===== src/hdl/rtg_regs.vh =====
// Constants for the raster timing generator
`ifndef RTG_REGS_VH
`define RTG_REGS_VH

// Strobe ring
`define RTG_RING_LEN 7
`define RTG_RING_LOAD 7'h01

// Line counter, modulus and decodes
`define RTG_LINE_W 6
`define RTG_LINE_LAST 6'h2c
`define RTG_LINE_ON 6'h01
`define RTG_LINE_FIVE 6'h05
`define RTG_LINE_OFF 6'h0b
`define RTG_LINE_TWSEVEN 6'h1b
`define RTG_LINE_FORTYTWO 6'h2a
`define RTG_LINE_HALF 6'h2c

// Field counter, 60 Hz variant
`define RTG_FIELD_W 10
`define RTG_F60_LAST 10'h20c
`define RTG_F60_DEC_A 10'h073
`define RTG_F60_DEC_B 10'h074

// Field counter, 50 Hz variant
`define RTG_F50_LAST 10'h274
`define RTG_F50_DEC_A 10'h0ab
`define RTG_F50_DEC_B 10'h0ac

// Field counter bit positions
`define RTG_FIELD_BIT0 0
`define RTG_FIELD_BIT4 4

`endif


===== src/hdl/rtg_pin_sync.v =====
// Three-stage pin synchroniser with agreement filter
`timescale 1ns/10ps
`default_nettype none

module rtg_pin_sync #(
   parameter WIDTH = 3,
   parameter [WIDTH-1:0] INIT = {WIDTH{1'b0}}
) (
   input wire clk,
   input wire nrst,
   input wire [WIDTH-1:0] pin_in,
   output wire [WIDTH-1:0] pin_out
);

   reg [WIDTH-1:0] stage1;
   reg [WIDTH-1:0] stage2;
   reg [WIDTH-1:0] stage3;
   reg [WIDTH-1:0] level;

   genvar i;
   generate
      for (i = 0; i < WIDTH; i = i + 1) begin : g_bit
         // Level changes only once stages two and three agree
         always @(posedge clk or negedge nrst) begin
            if (!nrst) begin
               stage1[i] <= INIT[i];
               stage2[i] <= INIT[i];
               stage3[i] <= INIT[i];
               level[i] <= INIT[i];
            end else begin
               stage1[i] <= pin_in[i];
               stage2[i] <= stage1[i];
               stage3[i] <= stage2[i];
               if (stage2[i] == stage3[i]) begin
                  level[i] <= stage3[i];
               end
            end
         end
      end
   endgenerate

   assign pin_out = level;

endmodule // rtg_pin_sync

`default_nettype wire


===== src/hdl/rtg_timing.v =====
// Raster timing generator: half-rate clock, strobe ring, line and field counters
//
// Summary of operation
// - Master clock halved by a toggle stage; half rate times reset and ring.
// - Half-rate clock also leaves as pixel shift clock.
// - Seven-bit ring gives seven phases, one half period each, period seven.
// - Ring reset high loads phase zero high, phases one to six low.
// - Power-on input low asserts system reset both polarities and holds ring reset.
// - Power-on high releases system reset; ring reset drops next half-rate rise.
// - After reset the ring shifts right on half-rate falls, phase six recirculates.
// - Button low asserts system reset until the button is released.
// - Manual ring reset lasts one half-rate period, rise to rise.
// - Manual ring reset held off while line drive input is low.
// - Line counter steps at the trailing edge of each inverted phase-three strobe, except one ended by a ring reset load.
// - Line counts 1, 5, 11, 27, 42, 44 decode into six pulses.
// - Line counter wraps from 44 to zero, modulus 45.
// - Field counter steps at the trailing edge of each half-line tick, except the tick whose start cleared it.
// - At 524 vertical drive sets; next half-line tick clears the count.
// - Field bits zero and four ANDed give the vertical drive end pulse.
// - 60 Hz decodes 115, 116, 524 as active-low one-tick pulses.
// - Field counter bit four leaves as an audible tone.
// - Field flip-flop toggles at the leading edge of every end decode.
// - Field A and field B gates leave as complementary outputs.
// - 50 Hz variant divides by 629, decoding 171, 172, 628.
// - 50 Hz field counter runs to 628 then clears on the next tick.
`include "rtg_regs.vh"
`timescale 1ns/10ps
`default_nettype none

module rtg_timing #(
   parameter FIFTY_HZ = 0
) (
   input wire clk,
   input wire nrst,
   input wire power_on_ok,
   input wire reset_button_n,
   input wire monitor_line_drive_n,
   output wire pixel_shift_clk,
   output wire system_reset,
   output wire system_reset_n,
   output wire ring_reset,
   output wire [6:0] phase_strobe,
   output wire [6:0] phase_strobe_n,
   output wire phase_zero_strobe,
   output wire phase_three_strobe,
   output wire phase_six_strobe,
   output wire line_drive_on_pulse,
   output wire line_count_five_pulse,
   output wire line_drive_off_pulse,
   output wire line_count_twentyseven_pulse,
   output wire line_count_fortytwo_pulse,
   output wire half_line_tick,
   output wire field_decode_a_n,
   output wire field_decode_b_n,
   output wire field_end_decode_n,
   output wire vdrive_end_pulse,
   output wire tone_out,
   output wire field_a_gate,
   output wire field_b_gate,
   output wire [5:0] line_count,
   output wire [9:0] field_count
);

   // Variant selection of field decodes
   localparam [9:0] FIELD_LAST = FIFTY_HZ ? `RTG_F50_LAST : `RTG_F60_LAST;
   localparam [9:0] FIELD_DEC_A = FIFTY_HZ ? `RTG_F50_DEC_A : `RTG_F60_DEC_A;
   localparam [9:0] FIELD_DEC_B = FIFTY_HZ ? `RTG_F50_DEC_B : `RTG_F60_DEC_B;

   // Reset circuit states, one-hot
   localparam [2:0] ST_POWER = 3'h1;
   localparam [2:0] ST_RUN = 3'h2;
   localparam [2:0] ST_PULSE = 3'h4;

   wire [2:0] pins_sync;
   wire por_s;
   wire button_n_s;
   wire line_drive_n_s;

   reg half_clk;
   wire half_rise;
   wire half_fall;

   reg [2:0] rst_state;
   reg [2:0] next_rst_state;
   reg ring_rst;
   reg next_ring_rst;
   reg press_pending;
   reg next_press_pending;
   reg button_prev;
   wire button_press;
   reg sys_rst;

   reg [6:0] ring;
   wire line_step;

   reg [5:0] line_cnt;
   reg [5:0] next_line_cnt;
   reg [5:0] line_dec;
   wire field_step;
   wire field_lead;

   reg [9:0] field_cnt;
   reg [9:0] next_field_cnt;
   reg field_hold;
   reg next_field_hold;
   reg dec_a_n;
   reg dec_b_n;
   reg dec_end_n;
   reg vd_end;
   reg tone;
   reg field_ab;

   // Pins from outside the clock domain
   rtg_pin_sync #(
      .WIDTH(3),
      .INIT(3'h6)
   ) u_sync (
      .clk(clk),
      .nrst(nrst),
      .pin_in({monitor_line_drive_n, reset_button_n, power_on_ok}),
      .pin_out(pins_sync)
   );

   assign por_s = pins_sync[0];
   assign button_n_s = pins_sync[1];
   assign line_drive_n_s = pins_sync[2];

   // Half-rate toggle stage
   always @(posedge clk or negedge nrst) begin
      if (!nrst) begin
         half_clk <= 1'b0;
      end else begin
         half_clk <= ~half_clk;
      end
   end

   // Edge enables of the half-rate clock
   assign half_rise = ~half_clk;
   assign half_fall = half_clk;
   assign pixel_shift_clk = half_clk;

   // Button press edge detection
   always @(posedge clk or negedge nrst) begin
      if (!nrst) begin
         button_prev <= 1'b1;
      end else begin
         button_prev <= button_n_s;
      end
   end

   // Press is the falling edge of the synced button
   assign button_press = button_prev & ~button_n_s;

   // System reset, held by power-on or button
   always @(posedge clk or negedge nrst) begin
      if (!nrst) begin
         sys_rst <= 1'b1;
      end else begin
         sys_rst <= ~por_s | ~button_n_s;
      end
   end

   assign system_reset = sys_rst;
   assign system_reset_n = ~sys_rst;

   // Reset circuit next-state logic
   always @* begin
      next_rst_state = rst_state;
      next_ring_rst = ring_rst;
      next_press_pending = press_pending;
      if (half_rise) begin
         case (rst_state)
            ST_POWER: begin
               next_ring_rst = 1'b1;
               if (por_s) begin
                  next_ring_rst = 1'b0;
                  next_rst_state = ST_RUN;
               end
            end
            ST_RUN: begin
               if (press_pending && line_drive_n_s) begin
                  next_ring_rst = 1'b1;
                  next_press_pending = 1'b0;
                  next_rst_state = ST_PULSE;
               end
            end
            ST_PULSE: begin
               next_ring_rst = 1'b0;
               next_rst_state = ST_RUN;
            end
            default: begin
               next_ring_rst = 1'b1;
               next_rst_state = ST_POWER;
            end
         endcase
      end
      if (!por_s) begin
         next_ring_rst = 1'b1;
         next_press_pending = 1'b0;
         next_rst_state = ST_POWER;
      end else if (button_press) begin
         next_press_pending = 1'b1;
      end
   end

   // Reset circuit registers
   always @(posedge clk or negedge nrst) begin
      if (!nrst) begin
         rst_state <= ST_POWER;
         ring_rst <= 1'b1;
         press_pending <= 1'b0;
      end else begin
         rst_state <= next_rst_state;
         ring_rst <= next_ring_rst;
         press_pending <= next_press_pending;
      end
   end

   assign ring_reset = ring_rst;

   // Strobe ring: parallel load or shift right with recirculation
   always @(posedge clk or negedge nrst) begin
      if (!nrst) begin
         ring <= `RTG_RING_LOAD;
      end else if (half_fall) begin
         if (ring_rst) begin
            ring <= `RTG_RING_LOAD;
         end else begin
            ring <= {ring[5:0], ring[6]};
         end
      end
   end

   assign phase_strobe = ring;
   assign phase_strobe_n = ~ring;
   assign phase_zero_strobe = ring[0];
   assign phase_three_strobe = ring[3];
   assign phase_six_strobe = ring[6];

   // Inverted phase three ends as the ring leaves phase three
   assign line_step = half_fall & ~ring_rst & ring[3];

   // Line counter next value, modulus 45
   always @* begin
      next_line_cnt = line_cnt;
      if (line_step) begin
         if (line_cnt == `RTG_LINE_LAST) begin
            next_line_cnt = 6'h00;
         end else begin
            next_line_cnt = line_cnt + 6'h01;
         end
      end
   end

   // Line counter and registered decodes
   always @(posedge clk or negedge nrst) begin
      if (!nrst) begin
         line_cnt <= 6'h00;
         line_dec <= 6'h00;
      end else begin
         line_cnt <= next_line_cnt;
         line_dec[0] <= (next_line_cnt == `RTG_LINE_ON);
         line_dec[1] <= (next_line_cnt == `RTG_LINE_FIVE);
         line_dec[2] <= (next_line_cnt == `RTG_LINE_OFF);
         line_dec[3] <= (next_line_cnt == `RTG_LINE_TWSEVEN);
         line_dec[4] <= (next_line_cnt == `RTG_LINE_FORTYTWO);
         line_dec[5] <= (next_line_cnt == `RTG_LINE_HALF);
      end
   end

   // Line decode pulses, each one count wide
   assign line_drive_on_pulse = line_dec[0];
   assign line_count_five_pulse = line_dec[1];
   assign line_drive_off_pulse = line_dec[2];
   assign line_count_twentyseven_pulse = line_dec[3];
   assign line_count_fortytwo_pulse = line_dec[4];
   assign half_line_tick = line_dec[5];
   assign line_count = line_cnt;

   // Half-line tick ends as the line counter leaves 44
   assign field_step = line_step & (line_cnt == `RTG_LINE_HALF);

   // Half-line tick begins as the line counter enters 44
   assign field_lead = line_step & (next_line_cnt == `RTG_LINE_HALF);

   // Field counter next value, 525 or 629; last count clears at the next tick's start
   // Trailing edge of that tick is swallowed, so zero spans one extra tick
   always @* begin
      next_field_cnt = field_cnt;
      next_field_hold = field_hold;
      if (field_lead && field_cnt == FIELD_LAST) begin
         next_field_cnt = 10'h000;
         next_field_hold = 1'b1;
      end else if (field_step) begin
         next_field_hold = 1'b0;
         if (!field_hold) begin
            next_field_cnt = field_cnt + 10'h001;
         end
      end
   end

   // Field counter and registered decodes
   always @(posedge clk or negedge nrst) begin
      if (!nrst) begin
         field_cnt <= 10'h000;
         field_hold <= 1'b0;
         dec_a_n <= 1'b1;
         dec_b_n <= 1'b1;
         dec_end_n <= 1'b1;
         vd_end <= 1'b0;
         tone <= 1'b0;
      end else begin
         field_cnt <= next_field_cnt;
         field_hold <= next_field_hold;
         dec_a_n <= ~(next_field_cnt == FIELD_DEC_A);
         dec_b_n <= ~(next_field_cnt == FIELD_DEC_B);
         dec_end_n <= ~(next_field_cnt == FIELD_LAST);
         vd_end <= next_field_cnt[`RTG_FIELD_BIT0] & next_field_cnt[`RTG_FIELD_BIT4];
         tone <= next_field_cnt[`RTG_FIELD_BIT4];
      end
   end

   // Field flip-flop toggles as the end decode begins
   always @(posedge clk or negedge nrst) begin
      if (!nrst) begin
         field_ab <= 1'b0;
      end else if (field_step && next_field_cnt == FIELD_LAST) begin
         field_ab <= ~field_ab;
      end
   end

   // Field outputs straight from flip-flops, field B gate through an inverter
   assign field_decode_a_n = dec_a_n;
   assign field_decode_b_n = dec_b_n;
   assign field_end_decode_n = dec_end_n;
   assign vdrive_end_pulse = vd_end;
   assign tone_out = tone;
   assign field_a_gate = field_ab;
   assign field_b_gate = ~field_ab;
   assign field_count = field_cnt;

endmodule // rtg_timing

`default_nettype wire


===== config.mk =====
export PLATFORM = sky130hd
export DESIGN_NAME = rtg_timing
export DESIGN_NICKNAME = d
export VERILOG_FILES = /design/src/hdl/rtg_pin_sync.v /design/src/hdl/rtg_timing.v
export VERILOG_INCLUDE_DIRS = /design/src /design/src/hdl
export SDC_FILE = /design/constraint.sdc
export NUM_CORES = 1
export LEC_CHECK = 0
export BUFFER_PORTS_ARGS = -buffer_cell sky130_fd_sc_hd__buf_2
export CORE_MARGIN = 4
export CORE_UTILIZATION = 38
export DETAILED_ROUTE_END_ITERATION = 8
export HOLD_SLACK_MARGIN = 0.12
export PLACE_DENSITY_LB_ADDON = 0.2
export SETUP_SLACK_MARGIN = 0.4
export SLEW_MARGIN = 40
export SYNTH_ARGS = -nofsm -noshare
export SYNTH_HDL_FRONTEND = slang
export SYNTH_SLANG_ARGS = --single-unit

===== constraint.sdc =====
create_clock -name clk -period 3.95 [get_ports clk]
set_clock_uncertainty 0.2 [all_clocks]
set_input_delay 0.79 -clock clk [delete_from_list [all_inputs] [get_ports clk]]
set_output_delay 0.79 -clock clk [all_outputs]
set_load 0.02 [all_outputs]

== Yosys cells after proc, flatten, opt, wreduce, memory -nomap -nowiden ==
Index checks and enable logic that the tools add are counted.
Operators by class
  $add $sub $neg: 2
  equality and inequality tests: 22
  muxes and demuxes: 21
  bitwise logic cells: 17
  reductions and logical operators: 7
Operator list (count)
  10-bit 2-to-1 mux: 3
  10-bit equality test, second input constant: 2
  10-bit by 7-bit equality test with 1-bit output, second input constant: 2
  6-bit equality test, second input constant: 3
  6-bit 2-to-1 mux: 2
  3-bit inequality test, second input constant: 4
  10-bit by 1-bit adder with 10-bit output, second input constant: 1
  1-bit 2-to-1 mux: 10
  3-bit 2-to-1 mux: 3
  1-bit inverter: 9
  7-bit 2-to-1 mux: 1
  7-bit inverter: 1
  6-bit by 1-bit adder with 6-bit output, second input constant: 1
  1-bit bitwise AND: 6
  6-bit by 1-bit equality test with 1-bit output, second input constant: 1
  6-bit by 3-bit equality test with 1-bit output, second input constant: 1
  6-bit by 4-bit equality test with 1-bit output, second input constant: 1
  6-bit by 5-bit equality test with 1-bit output, second input constant: 1
  3-bit one-hot mux with 2 select lines: 1
  1-bit equality test: 3
  3-bit by 1-bit equality test with 1-bit output, second input constant: 1
  3-bit by 2-bit equality test with 1-bit output, second input constant: 1
  3-bit equality test, second input constant: 1
  1-bit logical AND: 3
  7 further kinds: 7
Word-level totals
  register bits: 56
  input bits: 5
  output and inout port bits: 50

== Logic depth before layout (Yosys ltp) ==
  word-level depth: 10
  depth in mapped cells: 8

== Cells and area by module ==
A second synthesis with hierarchy kept.
Second synthesis, totals
  cell total of the unflattened synthesis: 231
  area, all modules: 2478.6 um2
Modules (own cells, without submodules)
  rtg_timing: instances 1, cells an instance 216, area each 2134.5 um2, sequential area each 1086.0 um2
  rtg_pin_sync: instances 1, cells an instance 15, area each 344.1 um2, sequential area each 310.3 um2

== Least setup slack after synthesis ==
Ideal clock, no wire load.
  kind: reg-to-reg
  start point: reg line_cnt[0], in the netlist line_count[0]
  end point: reg field_ab, in the netlist field_a_gate
  library setup time: 0.080 ns
  arrival: 2.102 ns
  required time: 3.670 ns
  slack: 1.567 ns
  cell stages (with the launch flop): 9
  path buffers: 0
  period minus slack after synthesis: 2.383 ns
  path through: dfrtp_1 -> inv_1 -> ha_1 -> nand4_4 -> nor4_1 -> xor2_1 -> nor3_2 -> nor4b_4 -> xnor2_1
Between the ends
  word-level cells in the longest chain between the ends: 9
RTL lines
  from (decl): RTL line rtg_timing.v:96  | reg [5:0] line_cnt;
  from (signal assigned): RTL line rtg_timing.v:261  | line_cnt <= next_line_cnt;
  6-bit by 1-bit adder with 6-bit output / 6-bit equality test (equally long branches)
  6-bit 2-to-1 mux: RTL line rtg_timing.v:247  | if (line_cnt == `RTG_LINE_LAST) begin
  6-bit 2-to-1 mux: RTL line rtg_timing.v:246  | if (line_step) begin
  6-bit equality test (no source line)
  1-bit bitwise AND: RTL line rtg_timing.v:284  | assign field_lead = line_step & (next_line_cnt == `RTG_LINE_HALF);
  1-bit logical AND: RTL line rtg_timing.v:291  | if (field_lead && field_cnt == FIELD_LAST) begin
  10-bit 2-to-1 mux (*): RTL line rtg_timing.v:291
  named net next_field_cnt[8]: RTL line rtg_timing.v:103  | reg [9:0] next_field_cnt;
  10-bit equality test (*): RTL line rtg_timing.v:327  | end else if (field_step && next_field_cnt == FIELD_LAST) begin
  1-bit logical AND (*): RTL line rtg_timing.v:327
  to (signal assigned): RTL line rtg_timing.v:328  | field_ab <= ~field_ab;
  to (decl): RTL line rtg_timing.v:111  | reg field_ab;
Mark *: on every way through the listed nets, which the timed path passes. The rest lies on a longest branch.
A chain may end at the register's enable or synchronous reset.

== Worst setup path after layout ==
  start point: reg half_clk, in the netlist pixel_shift_clk
  end point: reg field_ab, in the netlist field_a_gate
Between the ends
  word-level cells in the longest chain between the ends: 9
RTL lines
  from (decl): RTL line rtg_timing.v:79  | reg half_clk;
  from (signal assigned): RTL line rtg_timing.v:133  | half_clk <= ~half_clk;
  1-bit bitwise AND (*) (2 in a row): RTL line rtg_timing.v:241  | assign line_step = half_fall & ~ring_rst & ring[3];
  6-bit 2-to-1 mux: RTL line rtg_timing.v:246
  6-bit equality test (no source line)
  1-bit bitwise AND: RTL line rtg_timing.v:284
  1-bit logical AND: RTL line rtg_timing.v:291
  10-bit 2-to-1 mux (*): RTL line rtg_timing.v:291
  named net next_field_cnt[8]: RTL line rtg_timing.v:103
  10-bit equality test (*): RTL line rtg_timing.v:327
  1-bit logical AND (*): RTL line rtg_timing.v:327
Marks and branches as above.

==> results.txt <==
The vertical die dimension is around 91 um. The number of buffers created by CTS is 5. The number of inserted diodes is 0. The transition time at the pin with the least slew margin is between 0.5 and 0.6 ns.

In the final routed layout, each cell accounts on average for around 14 um. The number of global-route vias before repair is ~1.9k. After synthesis the netlist holds a flip-flop and latch count of 55. The worst setup path is of the register to register kind. Setup violations remaining at the end of the flow were counted as 0. After layout, the minimum clock period comes to ~2.7 ns. The cell area that synthesis handed to floorplanning was 0.002645 mm^2. The worst-case vdd ir drop came out at around 0.16 mV. The via density per instance came out at 4.939. The count of max-cap constraint violations is 0. Global routing consumed, on the met3 layer, between 2 and 3% of the routing resources. For hold timing, the worst endpoint is u_sync.stage2[0]$_DFF_PN0_. The maximum number of buffers from clock root to sink came out at 2. The critical register-to-register path startpoint is pixel_shift_clk$_DFF_PN0_. After clock tree synthesis, the flow added hold-fix buffers numbering 0. The part of the total power dissipated in combinational logic is between 10% and 20%.

The static leakage power is 0.001414 uW. The synthesized netlist devotes roughly 4.6% of its cell area to XOR and XNOR gates. The filler-free cell count of the finished design came out at roughly 380.

After synthesis, the largest family of logic cells by area is simple AND/OR/NAND/NOR gates. The data required time of the critical path is 3.99 ns. The floorplan core area is 0.006794 mm^2. The share of the cycle needed by the critical path after routing came out at 67.99%. The synthesized area divided by synthesized cell count is 11.30 um^2.

For this design the total switching power over the nets is around 300 uW. The net count after synthesis came out at 243. The number of clock sinks seen by CTS came out at 55.

The highest clock frequency the design can meet came out at about 370 MHz. Once the clock tree was built, the setup fixing pass inserted 0 buffers. The startpoint kind of the worst setup timing path is a register. The total overflow left after global routing is 0.

The total length of routed wires is roughly 5.3 mm. For this run, global-route usage on met1 was measured as approximately a fifth. The share of total power consumed by net switching is roughly 28%. Of all nets on the critical path, the largest fanout is 21. The worst setup path is captured at a register. The detailed router finished its first iteration with 78 violations. The post-synthesis compound-gate area fraction came out at a little under 8%. The most used routing layer is met2. For this run, the total global-route usage over all layers was measured as 13.56%. The final cell area excluding filler cells is slightly above 0.003 mm^2.

The final-report hold violation count came to 0. The number of standard cells after synthesis is 234. The arrival time at the worst endpoint is ~2.7 ns. The final count of pins violating max slew came to 0.

The hold-critical path depth is 0. The count of buffers added on input and output ports is 54. The final worst hold slack is 0.1559 ns. The sequential group share of total power came out at about three fifths. Detailed placement finished with a half-perimeter wire length of about 3.8 mm. The via count of the routed design came out at about 1.9k. The internal power component is between 700 and 800 uW. TritonCTS built the clock tree.

The length in cells of the worst reg-to-reg path is 6. Headroom to the max-slew limit came out at between 60% and 70%. The final core area utilization is between 40% and 50%.

The cell total after placement came out at 371. The die width came out at 91.43 um. The instance area at placement came out at between 0.002 and 0.003 mm^2. Of the total power, the clock network draws 29.6%. The total negative slack came out at 0 ns.

The clock latency reported for the late side of the worst-skew pair came out at between 0.3 and 0.4 ns. The flow ran to the end, and the final reports show no timing, DRC or antenna violations. The worst reg2reg path endpoint is field_a_gate$_DFFE_PN0P_.

The global-route wire length before repair came out at 9.211 mm. The post-cts gate resize count came out at 0. The initialized floorplan defines 30 standard-cell rows.

The detailed-router iteration count before antenna repair came out at 4. The classification of the worst-slack hold path is register to register. The global placement routability congestion came out at between 0.7 and 0.8. The clock-pin slew on the worst setup and hold paths came out at approximately 0.1 ns. The fraction of registers with async set/reset is 100.0%. The initial core utilization is 38.93%. Clock tree synthesis selected as its root buffer the cell sky130_fd_sc_hd__clkbuf_8. The count of flip-flops with a built-in enable after synthesis came out at 0. The net count of the finished layout is 291. The unique cell type count in the Yosys netlist is 54. The multiplexer share of the synthesized area came out at a little under 2%.

The post-synthesis simple-gate area fraction is around 23%. The initial antenna violation count came out at 0. The count of nets left with antenna violations after detail routing is 0. The total number of H-tree levels is 2.

The fraction of met2 tracks used by global routing came out at between 20% and 30%. The largest net degree at the start of global routing is 35. The I/O pin count came out at 55.

The layout overhead on the synthesized area is 14.33%. In the final layout, the share of cells above drive strength 1 is between 30 and 40%. Sequential elements use between 50% and 60% of the synthesized area. The area of the die is ~0.0084 mm^2. The source of the worst hold timing path is u_sync.stage1[0]$_DFF_PN0_. The power density over the cells came out at 356.2 mW/mm^2. Setup repair after global routing left no endpoint under its margin. Of the total synthesized cell area, the portion taken by full adders, half adders and majority gates is 3.027%.

The register-to-register setup slack came out at 1.26 ns. The number of remaining DRC errors came out at 0. The Yosys step of the flow raised 0 warnings. In the synthesized netlist the dominant register cell turns out to be sky130_fd_sc_hd__dfrtp_1.
-- cell usage after synthesis, types with 6 or more instances --
cell type / instances / area, um^2
sky130_fd_sc_hd__nand3_1: 7 / 35.03
sky130_fd_sc_hd__nand2_1: 10 / 37.54
sky130_fd_sc_hd__inv_1: 19 / 71.32
sky130_fd_sc_hd__or3_1: 7 / 43.79
sky130_fd_sc_hd__buf_4: 6 / 45.04
sky130_fd_sc_hd__dfrtp_1: 39 / 975.9
sky130_fd_sc_hd__nor2_1: 15 / 56.30
sky130_fd_sc_hd__dfstp_2: 16 / 420.4
sky130_fd_sc_hd__a21oi_1: 6 / 30.03
sky130_fd_sc_hd__nor3_1: 6 / 30.03
sky130_fd_sc_hd__xor2_1: 6 / 52.55
sky130_fd_sc_hd__nand4_1: 6 / 37.54
sky130_fd_sc_hd__xnor2_1: 8 / 70.07
sky130_fd_sc_hd__o21ai_0: 13 / 65.06
-- worst max-delay path by stage --
stage | start | to | slack [ns] | depth (start not counted)
6_report | pixel_shift_clk$_DFF_PN0_ | field_a_gate$_DFFE_PN0P_ | 1.26 | 6
5_1_grt | pixel_shift_clk$_DFF_PN0_ | field_a_gate$_DFFE_PN0P_ | 1.05 | 6
4_1_cts | pixel_shift_clk$_DFF_PN0_ | field_end_decode_n$_DFF_PN1_ | 1.24 | 6
3_5_place_dp | pixel_shift_clk$_DFF_PN0_ | field_a_gate$_DFFE_PN0P_ | 1.28 | 6
3_3_place_gp | pixel_shift_clk$_DFF_PN0_ | field_a_gate$_DFFE_PN0P_ | 1.30 | 6
2_1_floorplan | line_count[0]$_DFF_PN0_ | field_a_gate$_DFFE_PN0P_ | 1.57 | 8
-- registers in the layout (all words and copies together), names as in the netlist, 3 cells and up --
register / flops
rst_state: 3
u_sync.stage1: 3
u_sync.stage3: 3
field_count: 10
line_count: 6
u_sync.stage2: 3
line_dec: 6
u_sync.pin_out: 3
phase_strobe: 7
-- layer usage --
layer	wire [um]	vias to the layer above
met1	2536	911
met3	265	5
met4	61	0
met5	0	-
met2	2391	51
li1	-	905
-- placed cells by master (no fill, tap or decap), types with 6 or more instances in the layout --
cell type and instances:
sky130_fd_sc_hd__a21oi_1 6, sky130_fd_sc_hd__buf_2 53, sky130_fd_sc_hd__dfrtp_1 39, sky130_fd_sc_hd__dfstp_2 16
sky130_fd_sc_hd__inv_1 19, sky130_fd_sc_hd__nand2_1 10, sky130_fd_sc_hd__nand3_1 7, sky130_fd_sc_hd__nand4_1 6
sky130_fd_sc_hd__nor2_1 15, sky130_fd_sc_hd__nor3_1 6, sky130_fd_sc_hd__o21ai_0 13, sky130_fd_sc_hd__or3_1 7
sky130_fd_sc_hd__xnor2_1 8, sky130_fd_sc_hd__xor2_1 6
-- through the flow --
step | power [uW] | setup WS (ns)
5_1_grt | 1137 | 1.051
3_5_place_dp | 771.4 | 1.282
3_3_place_gp | 770.2 | 1.301
6_report | 1077 | 1.264
2_1_floorplan | 725.1 | 1.567
4_1_cts | 1097 | 1.244
-- kinds of logic after synthesis --
group,count (synthesis)
buffers and inverters,33
AO/OA/AOI/OAI,34
AND/OR/NAND/NOR,86
multiplexers,5
adder cells (fa/ha/maj),7
XOR/XNOR,14
flip-flops,55
-- layout make-up --
cell class	count	area (um^2)
clock inverters	3	23.77
multi-input cells	146	1064
fillers	646	3770
repair buffers	55	280.3
inverters	19	71.32
well taps	96	120.1
clock buffers	5	68.82
flip-flops and latches	55	1396
-- critical path: stages, from the launching register on --
cell	delay, ns
sky130_fd_sc_hd__dfrtp_1	0.73
sky130_fd_sc_hd__nand4bb_1	0.49
sky130_fd_sc_hd__nor4_1	0.45
sky130_fd_sc_hd__xor2_1	0.15
sky130_fd_sc_hd__nor3_2	0.22
sky130_fd_sc_hd__nor4b_4	0.23
sky130_fd_sc_hd__xnor2_1	0.14
-- power groups by stage --
stage          clock (uW)  sequential, uW  combinational (uW)
2_1_floorplan           0             651                74.0
3_3_place_gp            0             640                 130
3_5_place_dp            0             641                 131
4_1_cts               335             630                 131
5_1_grt               358             636                 143
6_report              319             630                 129
(Power assumes the default switching activity.)
